$ cat src/shared/pasr_pkg.sv
package pasr_pkg;
   localparam int          PASR_AW           = 5;
   localparam int          PASR_DW           = 16;
   localparam logic [4:0]  PASR_PARTNER_OFS  = 5'h05;
   localparam logic [4:0]  PASR_EXPAND_OFS   = 5'h06;
   localparam logic [4:0]  PASR_STATCTL_OFS  = 5'h10;
   localparam logic [4:0]  PASR_SPECCTL_OFS  = 5'h11;
   localparam logic [4:0]  PASR_RSVD18_OFS   = 5'h12;
   // Partner ability fields
   localparam int          PASR_PA_NP        = 15;
   localparam int          PASR_PA_ACK       = 14;
   localparam int          PASR_PA_RF        = 13;
   localparam int          PASR_PA_TECH_LO   = 5;
   localparam int          PASR_PA_SEL_LO    = 0;
   // Expansion fields
   localparam int          PASR_EX_PDF       = 4;
   localparam int          PASR_EX_LPNP      = 3;
   localparam int          PASR_EX_NP        = 2;
   localparam int          PASR_EX_PR        = 1;
   localparam int          PASR_EX_LPAN      = 0;
   // Status/control fields
   localparam int          PASR_SC_RPD_DIS   = 13;
   localparam int          PASR_SC_INSYNC    = 11;
   localparam int          PASR_SC_PD100     = 10;
   localparam int          PASR_SC_PD10      = 9;
   localparam int          PASR_SC_POL       = 8;
   localparam int          PASR_SC_ADDR_LO   = 2;
   localparam int          PASR_SC_SPEED     = 1;
   localparam int          PASR_SC_DUPLEX    = 0;
   // Writable mask of status/control: bits 15:12
   localparam logic [15:0] PASR_SC_WR_MASK   = 16'hF000;
   localparam logic [15:0] PASR_SC_RST       = 16'h2000;
   localparam logic [15:0] PASR_SPEC_RST     = 16'h0000;
   // Controller command register offsets (Avalon word addresses)
   localparam logic [2:0]  PASR_C_CMD        = 3'h0;
   localparam logic [2:0]  PASR_C_WDATA      = 3'h1;
   localparam logic [2:0]  PASR_C_RDATA      = 3'h2;
   localparam logic [2:0]  PASR_C_STATUS     = 3'h3;
   localparam int          PASR_CMD_GO       = 31;
   localparam int          PASR_CMD_WR       = 8;
endpackage

$ cat src/shared/pasr_if.sv
interface pasr_if;
   import pasr_pkg::*;
   logic               req;
   logic               we;
   logic [PASR_AW-1:0] addr;
   logic [PASR_DW-1:0] wdata;
   logic [PASR_DW-1:0] rdata;
   logic               ack;
   modport dev (input req, input we, input addr, input wdata, output rdata, output ack);
   modport host (output req, output we, output addr, output wdata, input rdata, input ack);
endinterface

$ cat src/core/pasr_phy_regs.sv
// Operation
// - Acknowledge set once partner page received
// - Partner page fields shown read-only
// - Parallel fault latched, cleared on read
// - Page-received latched, cleared on read
// - Partner AN and NP ability, reset zero
// - Local next-page ability bit, default zero
// - Reduced power down disable, default one
// - In-sync and unit power-down status
// - Receive polarity status bit
// - Sampled PHY address field
// - Resolved speed and duplex bits
// - Scrambler and 4B5B bypass controls
// - Force H or 34 test pattern
// - Valid link override
// - Symbol error output enable
// - 100M carrier sense disable
// - Dynamic power-down disable
// - Auto-negotiation loopback control
// - Transmit driver tri-state
// - Force polarity, auto polarity disable
// - Squelch test disable, extended squelch
// - Register 18, expansion high bits zero
//
// Register access over Avalon-MM was decided locally.
module pasr_phy_regs
   import pasr_pkg::*;
(
   input  wire logic        clk,
   input  wire logic        rst,
   pasr_if.dev              mgmt,
   input  wire logic        page_rx_evt,
   input  wire logic [15:0] lp_page,
   input  wire logic        pd_fault_evt,
   input  wire logic        lp_an_able,
   input  wire logic        lp_np_able,
   input  wire logic        local_np_able,
   input  wire logic        rx_in_sync,
   input  wire logic        pd_100,
   input  wire logic        pd_10,
   input  wire logic        rx_pol_rev,
   input  wire logic [4:0]  phy_addr,
   input  wire logic        an_speed_100,
   input  wire logic        an_full_duplex,
   output logic             rpd_disable,
   output logic [15:0]      special_ctl
);
   logic [15:0] lp_page_r;
   logic        ack_r;
   logic        pdf_r;
   logic        pr_r;
   logic        lpan_r;
   logic        lpnp_r;
   logic [3:0]  sc_wr_r;
   logic [15:0] spec_r;
   logic [15:0] rdata_r;
   logic [15:0] rdata_nxt;
   logic [15:0] partner_view;
   logic [15:0] expand_view;
   logic [15:0] statctl_view;
   logic        ack_out_r;
   logic        rd_go;
   logic        wr_go;
   logic        sel_expand;
   logic        sel_statctl;
   logic        sel_specctl;
   logic        exp_rd;
   logic        sc_we;
   logic        spec_we;

   // Taken once; a standing ack blocks a second take
   assign rd_go       = mgmt.req && !mgmt.we && !ack_out_r;
   assign wr_go       = mgmt.req && mgmt.we && !ack_out_r;

   // Register decode
   assign sel_expand  = (mgmt.addr == PASR_EXPAND_OFS);
   assign sel_statctl = (mgmt.addr == PASR_STATCTL_OFS);
   assign sel_specctl = (mgmt.addr == PASR_SPECCTL_OFS);
   assign exp_rd      = rd_go && sel_expand;
   // writes reach only the writable fields
   assign sc_we       = wr_go && sel_statctl;
   assign spec_we     = wr_go && sel_specctl;

   always_ff @(posedge clk) begin
      if (rst) begin
         lp_page_r <= 16'h0000;
         ack_r     <= 1'b0;
      end else if (page_rx_evt) begin
         lp_page_r <= lp_page;
         ack_r     <= 1'b1;
      end
   end

   // fault latched high, set wins over read clear
   always_ff @(posedge clk) begin
      if (rst)
         pdf_r <= 1'b0;
      else if (pd_fault_evt)
         pdf_r <= 1'b1;
      else if (exp_rd)
         pdf_r <= 1'b0;
   end

   // page received latched high, set wins
   always_ff @(posedge clk) begin
      if (rst)
         pr_r <= 1'b0;
      else if (page_rx_evt)
         pr_r <= 1'b1;
      else if (exp_rd)
         pr_r <= 1'b0;
   end

   // partner AN ability, zero after reset
   always_ff @(posedge clk) begin
      if (rst)
         lpan_r <= 1'b0;
      else
         lpan_r <= lp_an_able;
   end

   // partner next-page ability, zero after reset
   always_ff @(posedge clk) begin
      if (rst)
         lpnp_r <= 1'b0;
      else
         lpnp_r <= lp_np_able;
   end

   // only bits 15:12 of status/control are writable
   always_ff @(posedge clk) begin
      if (rst)
         sc_wr_r <= PASR_SC_RST[15:12];
      else if (sc_we)
         sc_wr_r <= mgmt.wdata[15:12];
   end

   always_ff @(posedge clk) begin
      if (rst)
         spec_r <= PASR_SPEC_RST;
      else if (spec_we)
         spec_r <= mgmt.wdata;
   end

   // One-cycle ack, so the host sees an idle cycle
   always_ff @(posedge clk) begin
      if (rst)
         ack_out_r <= 1'b0;
      else
         ack_out_r <= mgmt.req && !ack_out_r;
   end

   // partner fields, acknowledge in bit 14
   always_comb begin
      partner_view              = lp_page_r;
      partner_view[PASR_PA_ACK] = ack_r;
   end

   always_comb begin
      expand_view               = 16'h0000;
      expand_view[PASR_EX_PDF]  = pdf_r;
      expand_view[PASR_EX_LPNP] = lpnp_r;
      expand_view[PASR_EX_NP]   = local_np_able;
      expand_view[PASR_EX_PR]   = pr_r;
      expand_view[PASR_EX_LPAN] = lpan_r;
   end

   always_comb begin
      statctl_view                       = 16'h0000;
      statctl_view[15:12]                = sc_wr_r;
      statctl_view[PASR_SC_INSYNC]       = rx_in_sync;
      statctl_view[PASR_SC_PD100]        = pd_100;
      statctl_view[PASR_SC_PD10]         = pd_10;
      statctl_view[PASR_SC_POL]          = rx_pol_rev;
      statctl_view[PASR_SC_ADDR_LO +: 5] = phy_addr;
      statctl_view[PASR_SC_SPEED]        = an_speed_100;
      statctl_view[PASR_SC_DUPLEX]       = an_full_duplex;
   end

   // Read select; unmapped numbers read zero
   always_comb begin
      rdata_nxt = 16'h0000;
      case (mgmt.addr)
         PASR_PARTNER_OFS: rdata_nxt = partner_view;
         PASR_EXPAND_OFS:  rdata_nxt = expand_view;
         PASR_STATCTL_OFS: rdata_nxt = statctl_view;
         PASR_SPECCTL_OFS: rdata_nxt = spec_r;
         PASR_RSVD18_OFS:  rdata_nxt = 16'h0000;
         default:          rdata_nxt = 16'h0000;
      endcase
   end

   // Read data holds until the next read
   always_ff @(posedge clk) begin
      if (rst)
         rdata_r <= 16'h0000;
      else if (rd_go)
         rdata_r <= rdata_nxt;
   end

   assign mgmt.rdata  = rdata_r;
   assign mgmt.ack    = ack_out_r;
   assign rpd_disable = sc_wr_r[PASR_SC_RPD_DIS - 12];
   assign special_ctl = spec_r;
endmodule

$ cat src/flat_wrapper.sv
// flat-port wrapper written by rule: the top's interface ports become plain ports
module pasr_phy_regs_flat import pasr_pkg::*;
  (clk, rst, page_rx_evt, lp_page, pd_fault_evt, lp_an_able, lp_np_able, local_np_able, rx_in_sync, pd_100, pd_10, rx_pol_rev, phy_addr, an_speed_100, an_full_duplex, rpd_disable, special_ctl, mgmt_req, mgmt_we, mgmt_addr, mgmt_wdata, mgmt_rdata, mgmt_ack);
  pasr_if mgmt_i ();
  input  wire logic clk;
  input  wire logic rst;
  input  wire logic page_rx_evt;
  input  wire logic [15:0] lp_page;
  input  wire logic pd_fault_evt;
  input  wire logic lp_an_able;
  input  wire logic lp_np_able;
  input  wire logic local_np_able;
  input  wire logic rx_in_sync;
  input  wire logic pd_100;
  input  wire logic pd_10;
  input  wire logic rx_pol_rev;
  input  wire logic [4:0] phy_addr;
  input  wire logic an_speed_100;
  input  wire logic an_full_duplex;
  output logic rpd_disable;
  output logic [15:0] special_ctl;
  input wire logic [$bits(mgmt_i.req)-1:0] mgmt_req;
  input wire logic [$bits(mgmt_i.we)-1:0] mgmt_we;
  input wire logic [$bits(mgmt_i.addr)-1:0] mgmt_addr;
  input wire logic [$bits(mgmt_i.wdata)-1:0] mgmt_wdata;
  output wire logic [$bits(mgmt_i.rdata)-1:0] mgmt_rdata;
  output wire logic [$bits(mgmt_i.ack)-1:0] mgmt_ack;
  assign mgmt_i.req = mgmt_req;
  assign mgmt_i.we = mgmt_we;
  assign mgmt_i.addr = mgmt_addr;
  assign mgmt_i.wdata = mgmt_wdata;
  assign mgmt_rdata = mgmt_i.rdata;
  assign mgmt_ack = mgmt_i.ack;
  pasr_phy_regs u_core (.clk(clk), .rst(rst), .mgmt(mgmt_i), .page_rx_evt(page_rx_evt), .lp_page(lp_page), .pd_fault_evt(pd_fault_evt), .lp_an_able(lp_an_able), .lp_np_able(lp_np_able), .local_np_able(local_np_able), .rx_in_sync(rx_in_sync), .pd_100(pd_100), .pd_10(pd_10), .rx_pol_rev(rx_pol_rev), .phy_addr(phy_addr), .an_speed_100(an_speed_100), .an_full_duplex(an_full_duplex), .rpd_disable(rpd_disable), .special_ctl(special_ctl));
endmodule
$ cat config.mk
export PLATFORM = sky130hd
export DESIGN_NAME = pasr_phy_regs_flat
export DESIGN_NICKNAME = d
export VERILOG_FILES = /design/src/shared/pasr_pkg.sv /design/src/shared/pasr_if.sv /design/src/core/pasr_phy_regs.sv /design/src/flat_wrapper.sv
export SDC_FILE = /design/constraint.sdc
export NUM_CORES = 1
export LEC_CHECK = 0
export BUFFER_PORTS_ARGS = -buffer_cell sky130_fd_sc_hd__buf_2
export CAP_MARGIN = 20
export CORE_ASPECT_RATIO = 0.6
export CORE_MARGIN = 1
export CORE_UTILIZATION = 51
export CTS_BUF_LIST = sky130_fd_sc_hd__clkbuf_16
export DETAILED_ROUTE_END_ITERATION = 8
export PLACE_DENSITY_LB_ADDON = 0.15
export SLEW_MARGIN = 30
export SYNTH_ARGS = -nofsm -noshare
export SYNTH_HDL_FRONTEND = slang
export SYNTH_SLANG_ARGS = --single-unit
$ cat constraint.sdc
create_clock -name clk -period 3.3 [get_ports clk]
set_clock_uncertainty 0.1 [all_clocks]
set_input_delay 0.165 -clock clk [delete_from_list [all_inputs] [get_ports clk]]
set_output_delay 0.165 -clock clk [all_outputs]
set_load 0.05 [all_outputs]
==> results of run 1 <==
cell usage after synthesis, drive strengths merged (2+ instances only):
library cell and number:
inv 2, nor2 53, nand2 16, dfxtp 57
or3b 2, a21oi 14, o21ai 17, a221oi 5
clkbuf 9, buf 7, mux2i 49, nor2b 7
area by class of cell:
type | count | area, um2 | share of cell area [%]
clock buffers | 9 | 225 | 6.63
well taps | 63 | 78.8 | 2.32
flip-flops and latches | 57 | 1140 | 33.6
multi-input cells | 176 | 1180 | 34.8
inverters | 2 | 7.51 | 0.221
repair buffers | 116 | 713 | 21.0
clock inverters | 5 | 48.8 | 1.44
power by group through the flow:
| stage | clock [W] | sequential (W) | combinational (W) |
|---|---|---|---|
| after detailed placement | 0 | 0.000728 | 0.000118 |
| after CTS | 0.000863 | 0.000715 | 0.000142 |
| after global routing | 0.000894 | 0.000715 | 0.000156 |
| after global placement | 0 | 0.000728 | 0.000116 |
| after floorplan | 0 | 0.000731 | 0.0000666 |
| final | 0.000852 | 0.000715 | 0.000143 |
cells in the final DEF (no fill, tap or decap), drive strengths merged, types with 2 or more instances in the layout:
cell type / Yosys / routed
dlygate4sd3: 0 / 26
buf: 7 / 90
mux2i: 49 / 49
nand2: 16 / 16
a21oi: 14 / 14
a221oi: 5 / 5
or3b: 2 / 2
clkinv: 0 / 3
dfxtp: 57 / 57
inv: 2 / 2
nor2: 53 / 53
nor2b: 7 / 7
o21ai: 17 / 17
clkbuf: 9 / 9
cell families after synthesis:
| logic type | after synthesis |
|---|---|
| compound gates | 38 |
| xor+xnor | 1 |
| buf+inv | 18 |
| flops | 57 |
| mux | 49 |
| simple gates | 88 |
flip-flops by register name (all words and copies together) (netlist names):
| signal | cells |
|---|---|
| u_core.special_ctl | 16 |
| u_core.ack_r | 1 |
| u_core.pdf_r | 1 |
| u_core.mgmt.ack | 1 |
| u_core.mgmt.rdata | 16 |
| u_core.lp_page_r | 15 |
| u_core.pr_r | 1 |
| u_core.lpnp_r | 1 |
| u_core.sc_wr_r | 4 |
| u_core.lpan_r | 1 |
metal layers:
metal  share of wire, %  up-vias
li1                   -     1091
met1                 50     1000
met2                 41       77
met3                8.5        7
met4               0.80        0
met5                  0        -
path summary, 6_finish.rpt:
kind	startpoint	to	slack [ns]	cells after the start
setup / recovery	mgmt_addr[0]	u_core.mgmt.rdata[2]	1.45	5
hold / removal	lp_page[12]	u_core.lp_page_r[12]	0.009	3
setup reg to reg	u_core.mgmt.ack	u_core.special_ctl[11]	1.48	4
hold reg to reg	u_core.mgmt.rdata[6]	u_core.mgmt.rdata[6]	0.34	2
worst register-to-register path, cell delays in order, from the launching register on:
cell     delay (ns)
dfxtp_1        0.31
nor2b_1        0.19
nand4_2        0.61
mux2i_1        0.40
nor2_1         0.06
metrics by stage:
stage                     utilization, %  power, W
after global routing                74.4   0.00176
after floorplan                        -  0.000798
final                               74.4   0.00171
after global placement              62.7  0.000844
after detailed placement            62.7  0.000846
after CTS                           74.4   0.00172
what timing repair did:
| item | CTS | global route |
|---|---|---|
| endpoints found under the hold margin | 28 | 0 |
| hold buffers | 26 | 0 |
| resized for setup | 0 | 0 |
==> impl_metrics.yaml, run 1 <==
run_status:
  outcome: "finished, final reports clean"
final_layout:
  final_area_um2: 3390
  finalNetCount: 419
  num_antenna_cells: 0
  layout-drive-gt1-share_pct: 32.1
  num-fill-cells: 361
  layout.cells.non_filler: 428
  synthToLayoutAreaGrowth_pct: 39.8
clocking:
  cts_tree: "yes"
  root_buffer: "clkbuf_16"
  clk-insertion-delay-late_ns: 0.32
  clockBufferDepth: 2
  cts_buffers: 9
  clock_sinks: 57
  postCtsSetupBuffers: 0
  htree_levels: 3
  cts.clk_slew.worst_paths_ns: 0.05
yosys:
  synthSimpleGateAreaFrac_pct: 17.6
  synth_flop_cell: "dfxtp_1"
  synth.area.mux_share_pct: 20.2
  synthesis.nets: 308
  synth-compound-area-share_pct: 10.4
  ys_top_cells_by_area: "dfxtp_1 47%, mux2i_1 20%, nor2_1 8.2%, o21ai_2 3.6%, a21oi_1 2.9%"
  synth_top_family_by_area: "multiplexers"
  synthArstFlopShare_pct: 0
  synth-adder-area-share_pct: 0
  post-synth-top-area-cell: "dfxtp_1"
  synth-edff-count: 0
  synth_top_cell_area_share_pct: 47.0
  syn_area_um2: 2430
  yosys_register_bits: 57
  yosysUniqueCellTypes: 31
  synth-xor-area-share_pct: 0.361
  synthCells: 251
  ys_seq_area_share_pct: 47.0
  synth_warnings: 0
  avgSynthCellArea_um2: 9.68
drt:
  drt_iter0_markers: 95
  avgViaCountPerCell: 5.08
  post_drt_wl_per_cell_um: 14.0
  vias: 2175
  routed_wl_um: 5980
  drt-pass1-iter-count: 4
  postRouteAntennaNets: 0
  drcViolationCount: 0
timing:
  min_period_ns: 1.85
  slew_headroom_pct: 46.3
  finalCritPeriodShare_pct: 56.0
  fin_tns_setup_ns: 0
  rsz0062_at_grt: "no"
  drv_slew: 0
  maxClockFrequency_mhz: 541
  finalHoldViolations: 0
  holdWs_ns: 0.00851
  final-setup-viol-count: 0
  worstMarginPinSlew_ns: 0.806
  worst_slack_ns: 1.45
critical_path:
  critPathTopFamily: "simple AND/OR/NAND/NOR gates"
  slowest_stage: "nor3b_4"
  cp_slowest_stage_delay_ns: 0.57
  startpoint_type: "input pin"
  path_max_fanout: 20
  critPathArrivalTime_ns: 2.00
  cp_num_buf_inv: 1
  required_ns: 3.45
  crit_path_end_kind: "register"
  crit_type: "in2reg"
  worstPathCellList: "buf_2 > or3b_4 > nor3b_4 > a221oi_1 > o21ai_2"
pwr:
  combPwrFrac_pct: 8.3
  p_leak_nw: 1.66
  sw_frac_of_total_pct: 21.3
  p_int_w: 0.00135
  vdd_ir_drop_max_uv: 310
  seq_power_share_pct: 41.8
  p_switching_w: 0.000365
  power_density_nw_per_um2: 504
  pwr-share-clk_pct: 49.8
placed_design:
  portBuffers: 89
  dp.cells: 388
  gp_congestion: 0.734
  dpl.hpwl_um: 3900
  place_ws_ns: 1.13
  dpl-instance-area_um2: 2860
grt:
  grt_pass1_wl_um: 9530
  grtUsageMet1_pct: 36.9
  busiest_layer: "met1"
  antenna_found_initial: 0
  grt_pass1_vias: 1961
  grt_max_degree: 45
  use_met3_pct: 9.37
  grt.overflow.total: 0
  grtUsageMet2_pct: 34.5
  grt_usage_pct: 25.1
floorplanning:
  ios: 91
  row_count: 19
  fp.coreArea_um2: 4560
  start_util_pct: 53.2
  dieWidth_um: 91.1
  die_h_um: 55.5
  die_area_um2: 5050
worst_hold_path:
  hp-class: "in2reg"
run:
  cap_violations: 0
Note: power is estimated with default switching activity, not from simulation.
==> run 2: changes to the inputs <==
Settings changed: ABC_AREA from default to 1, CORE_UTILIZATION 51 to 44.
Clock period 3.3 ns to 1.5 ns, I/O delays scaled along.
==> impl_metrics.yaml, run 2 <==
clocking:
  clk-insertion-delay-late_ns: 0.32
  cts_buffers: 9
  root_buffer: "clkbuf_16"
  clock_sinks: 57
  cts_tree: "yes"
  htree_levels: 3
  clockBufferDepth: 2
  cts.clk_slew.worst_paths_ns: 0.05
final_layout:
  final_cell_mix: "89 x buf_2, 82 x nand2_1, 79 x nor2_1"
  multi_input_area_um2: 1110
  synthToLayoutAreaGrowth_pct: 48.6
  final_common_cell: "buf_2"
  register_area_um2: 1140
  num_antenna_cells: 0
  layout-drive-gt1-share_pct: 25.3
  num-fill-cells: 457
  finalNetCount: 526
timing:
  worstMarginPinSlew_ns: 0.506
  worst_slack_ns: 0.133
  finalHoldViolations: 0
  finalCritPeriodShare_pct: 91.2
  rsz0062_at_grt: "no"
  maxClockFrequency_mhz: 731
  drv_slew: 0
  min_period_ns: 1.37
  final-setup-viol-count: 0
  fin_tns_setup_ns: 0
  slew_headroom_pct: 66.2
critical_path:
  startpoint_type: "register"
  cp_num_buf_inv: 2
  path_max_fanout: 10
  required_ns: 1.60
  r2r_slack_ns: 0.13
  crit_type: "reg2reg"
  critPathArrivalTime_ns: 1.47
  timing.rr.start: "u_core.mgmt.ack"
  crit_path_end_kind: "register"
  critPathTopFamily: "simple AND/OR/NAND/NOR gates"
  cp_slowest_stage_delay_ns: 0.32
  ff2ff_path_depth: 7
  slowest_stage: "dfxtp_2"
  worstPathCellList: "inv_1 > nand2_1 > nor2_4 > buf_4 > nand3_1 > a21oi_1 > nor2_1"
  r2r_end: "u_core.pdf_r"
yosys:
  avgSynthCellArea_um2: 7.03
  synth_warnings: 0
  ys_top_cells_by_area: "dfxtp_1 48%, nand2_1 13%, nor2_1 12%, o21ai_0 8.2%, nand3_1 4.0%"
  yosysUniqueCellTypes: 19
  synthArstFlopShare_pct: 0
  synth-edff-count: 0
  synthCells: 339
  synth_flop_cell: "dfxtp_1"
  syn_area_um2: 2380
  post-synth-top-area-cell: "dfxtp_1"
  ys_seq_area_share_pct: 47.9
  synth_top_cell_area_share_pct: 47.9
  yosys_register_bits: 57
  synthesis.nets: 396
  synth_most_common_cell: "nand2_1"
  synth.top_cells.by_count: "82 x nand2_1, 79 x nor2_1, 57 x dfxtp_1"
pwr:
  power_density_nw_per_um2: 1080
  p_leak_nw: 1.69
  vdd_ir_drop_max_uv: 863
drt:
  vias: 2643
  postRouteAntennaNets: 0
  drt-pass1-iter-count: 4
  drt_iter0_markers: 166
  drcViolationCount: 0
  avgViaCountPerCell: 4.89
  post_drt_wl_per_cell_um: 13.1
  routed_wl_um: 7060
grt:
  grt_usage_pct: 26.4
  grt.overflow.total: 0
  grt_max_degree: 36
  grt_pass1_wl_um: 11600
  grt_pass1_vias: 2498
  antenna_found_initial: 0
placed_design:
  dpl.hpwl_um: 4680
  gp_congestion: 0.862
  place_ws_ns: 0.141
  portBuffers: 89
floorplanning:
  die_h_um: 59.0
  fp.coreArea_um2: 5130
  start_util_pct: 46.5
  die_area_um2: 5730
  ios: 91
  row_count: 20
  dieWidth_um: 97.0
worst_hold_path:
  min_from: "rx_in_sync"
  min_to: "u_core.mgmt.rdata[11]"
  hp-class: "in2reg"
  hold_depth: 5
run_status:
  outcome: "finished, final reports clean"
run:
  cap_violations: 0
-- run 2: cells by family after synthesis --
group           after synthesis  share of synthesized area [%]
compound gates               57                           12.0
buf+inv                      29                           5.83
flops                        57                           47.9
simple gates                196                           34.3
-- run 2: worst max-delay path by stage --
stage,end,cells past startpoint,startpoint
floorplan,u_core.mgmt.rdata[2],7,u_core.mgmt.ack
global placement,u_core.mgmt.rdata[13],8,mgmt_addr[4]
detailed placement,u_core.mgmt.rdata[15],8,mgmt_addr[4]
CTS,u_core.special_ctl[7],8,mgmt_req
global route,u_core.pdf_r,7,u_core.mgmt.ack
finish,u_core.pdf_r,7,u_core.mgmt.ack
-- run 2: final cells by class --
type | instances | area share [%]
inverters | 14 | 1.66
multi-input cells | 253 | 31.3
well taps | 66 | 2.33
flip-flops and latches | 57 | 32.3
clock inverters | 7 | 1.52
repair buffers | 134 | 24.6
clock buffers | 9 | 6.36
-- run 2: routing by layer --
| metal | track usage (%) | vias to the layer above | part of all wire (%) |
|---|---|---|---|
| met4 | 10.9 | 0 | 1.2 |
| met1 | 36.1 | 1175 | 49 |
| met5 | 0 | - | 0 |
| met3 | 6.96 | 10 | 6.8 |
| met2 | 40.1 | 101 | 43 |
| li1 | - | 1357 | - |
-- run 2: power by group --
group	internal (W)	switching, W
sequential	0.00156	0.0000219
combinational	0.000170	0.000189
clock	0.00125	0.000650
-- run 2: timing repair --
action / in CTS / in global routing
resized for setup: 0 / 3
hold endpoints to repair: 39 / 0
buffers inserted: 0 / 2
hold buffers: 35 / 0
setup endpoints to repair: 0 / 17
-- run 2: worst register-to-register path, cell delays in order, from the launching register on --
cell     delay [ns]
dfxtp_2        0.32
inv_1          0.07
nand2_1        0.11
nor2_4         0.15
buf_4          0.19
nand3_1        0.11
a21oi_1        0.16
nor2_1         0.05
-- run 2: through the flow --
step                std cells  hold slack (ns)  total power [W]  utilization (%)  area, um2
finish                    540           0.0216          0.00384             69.0       3540
global route              540           0.0388          0.00399             69.0       3540
CTS                       538           0.0142          0.00385             68.6       3520
detailed placement        487            0.188          0.00189             56.3       2890
global placement          487            0.182          0.00188             56.3       2890
floorplan                 339           0.0441          0.00176                -       2380
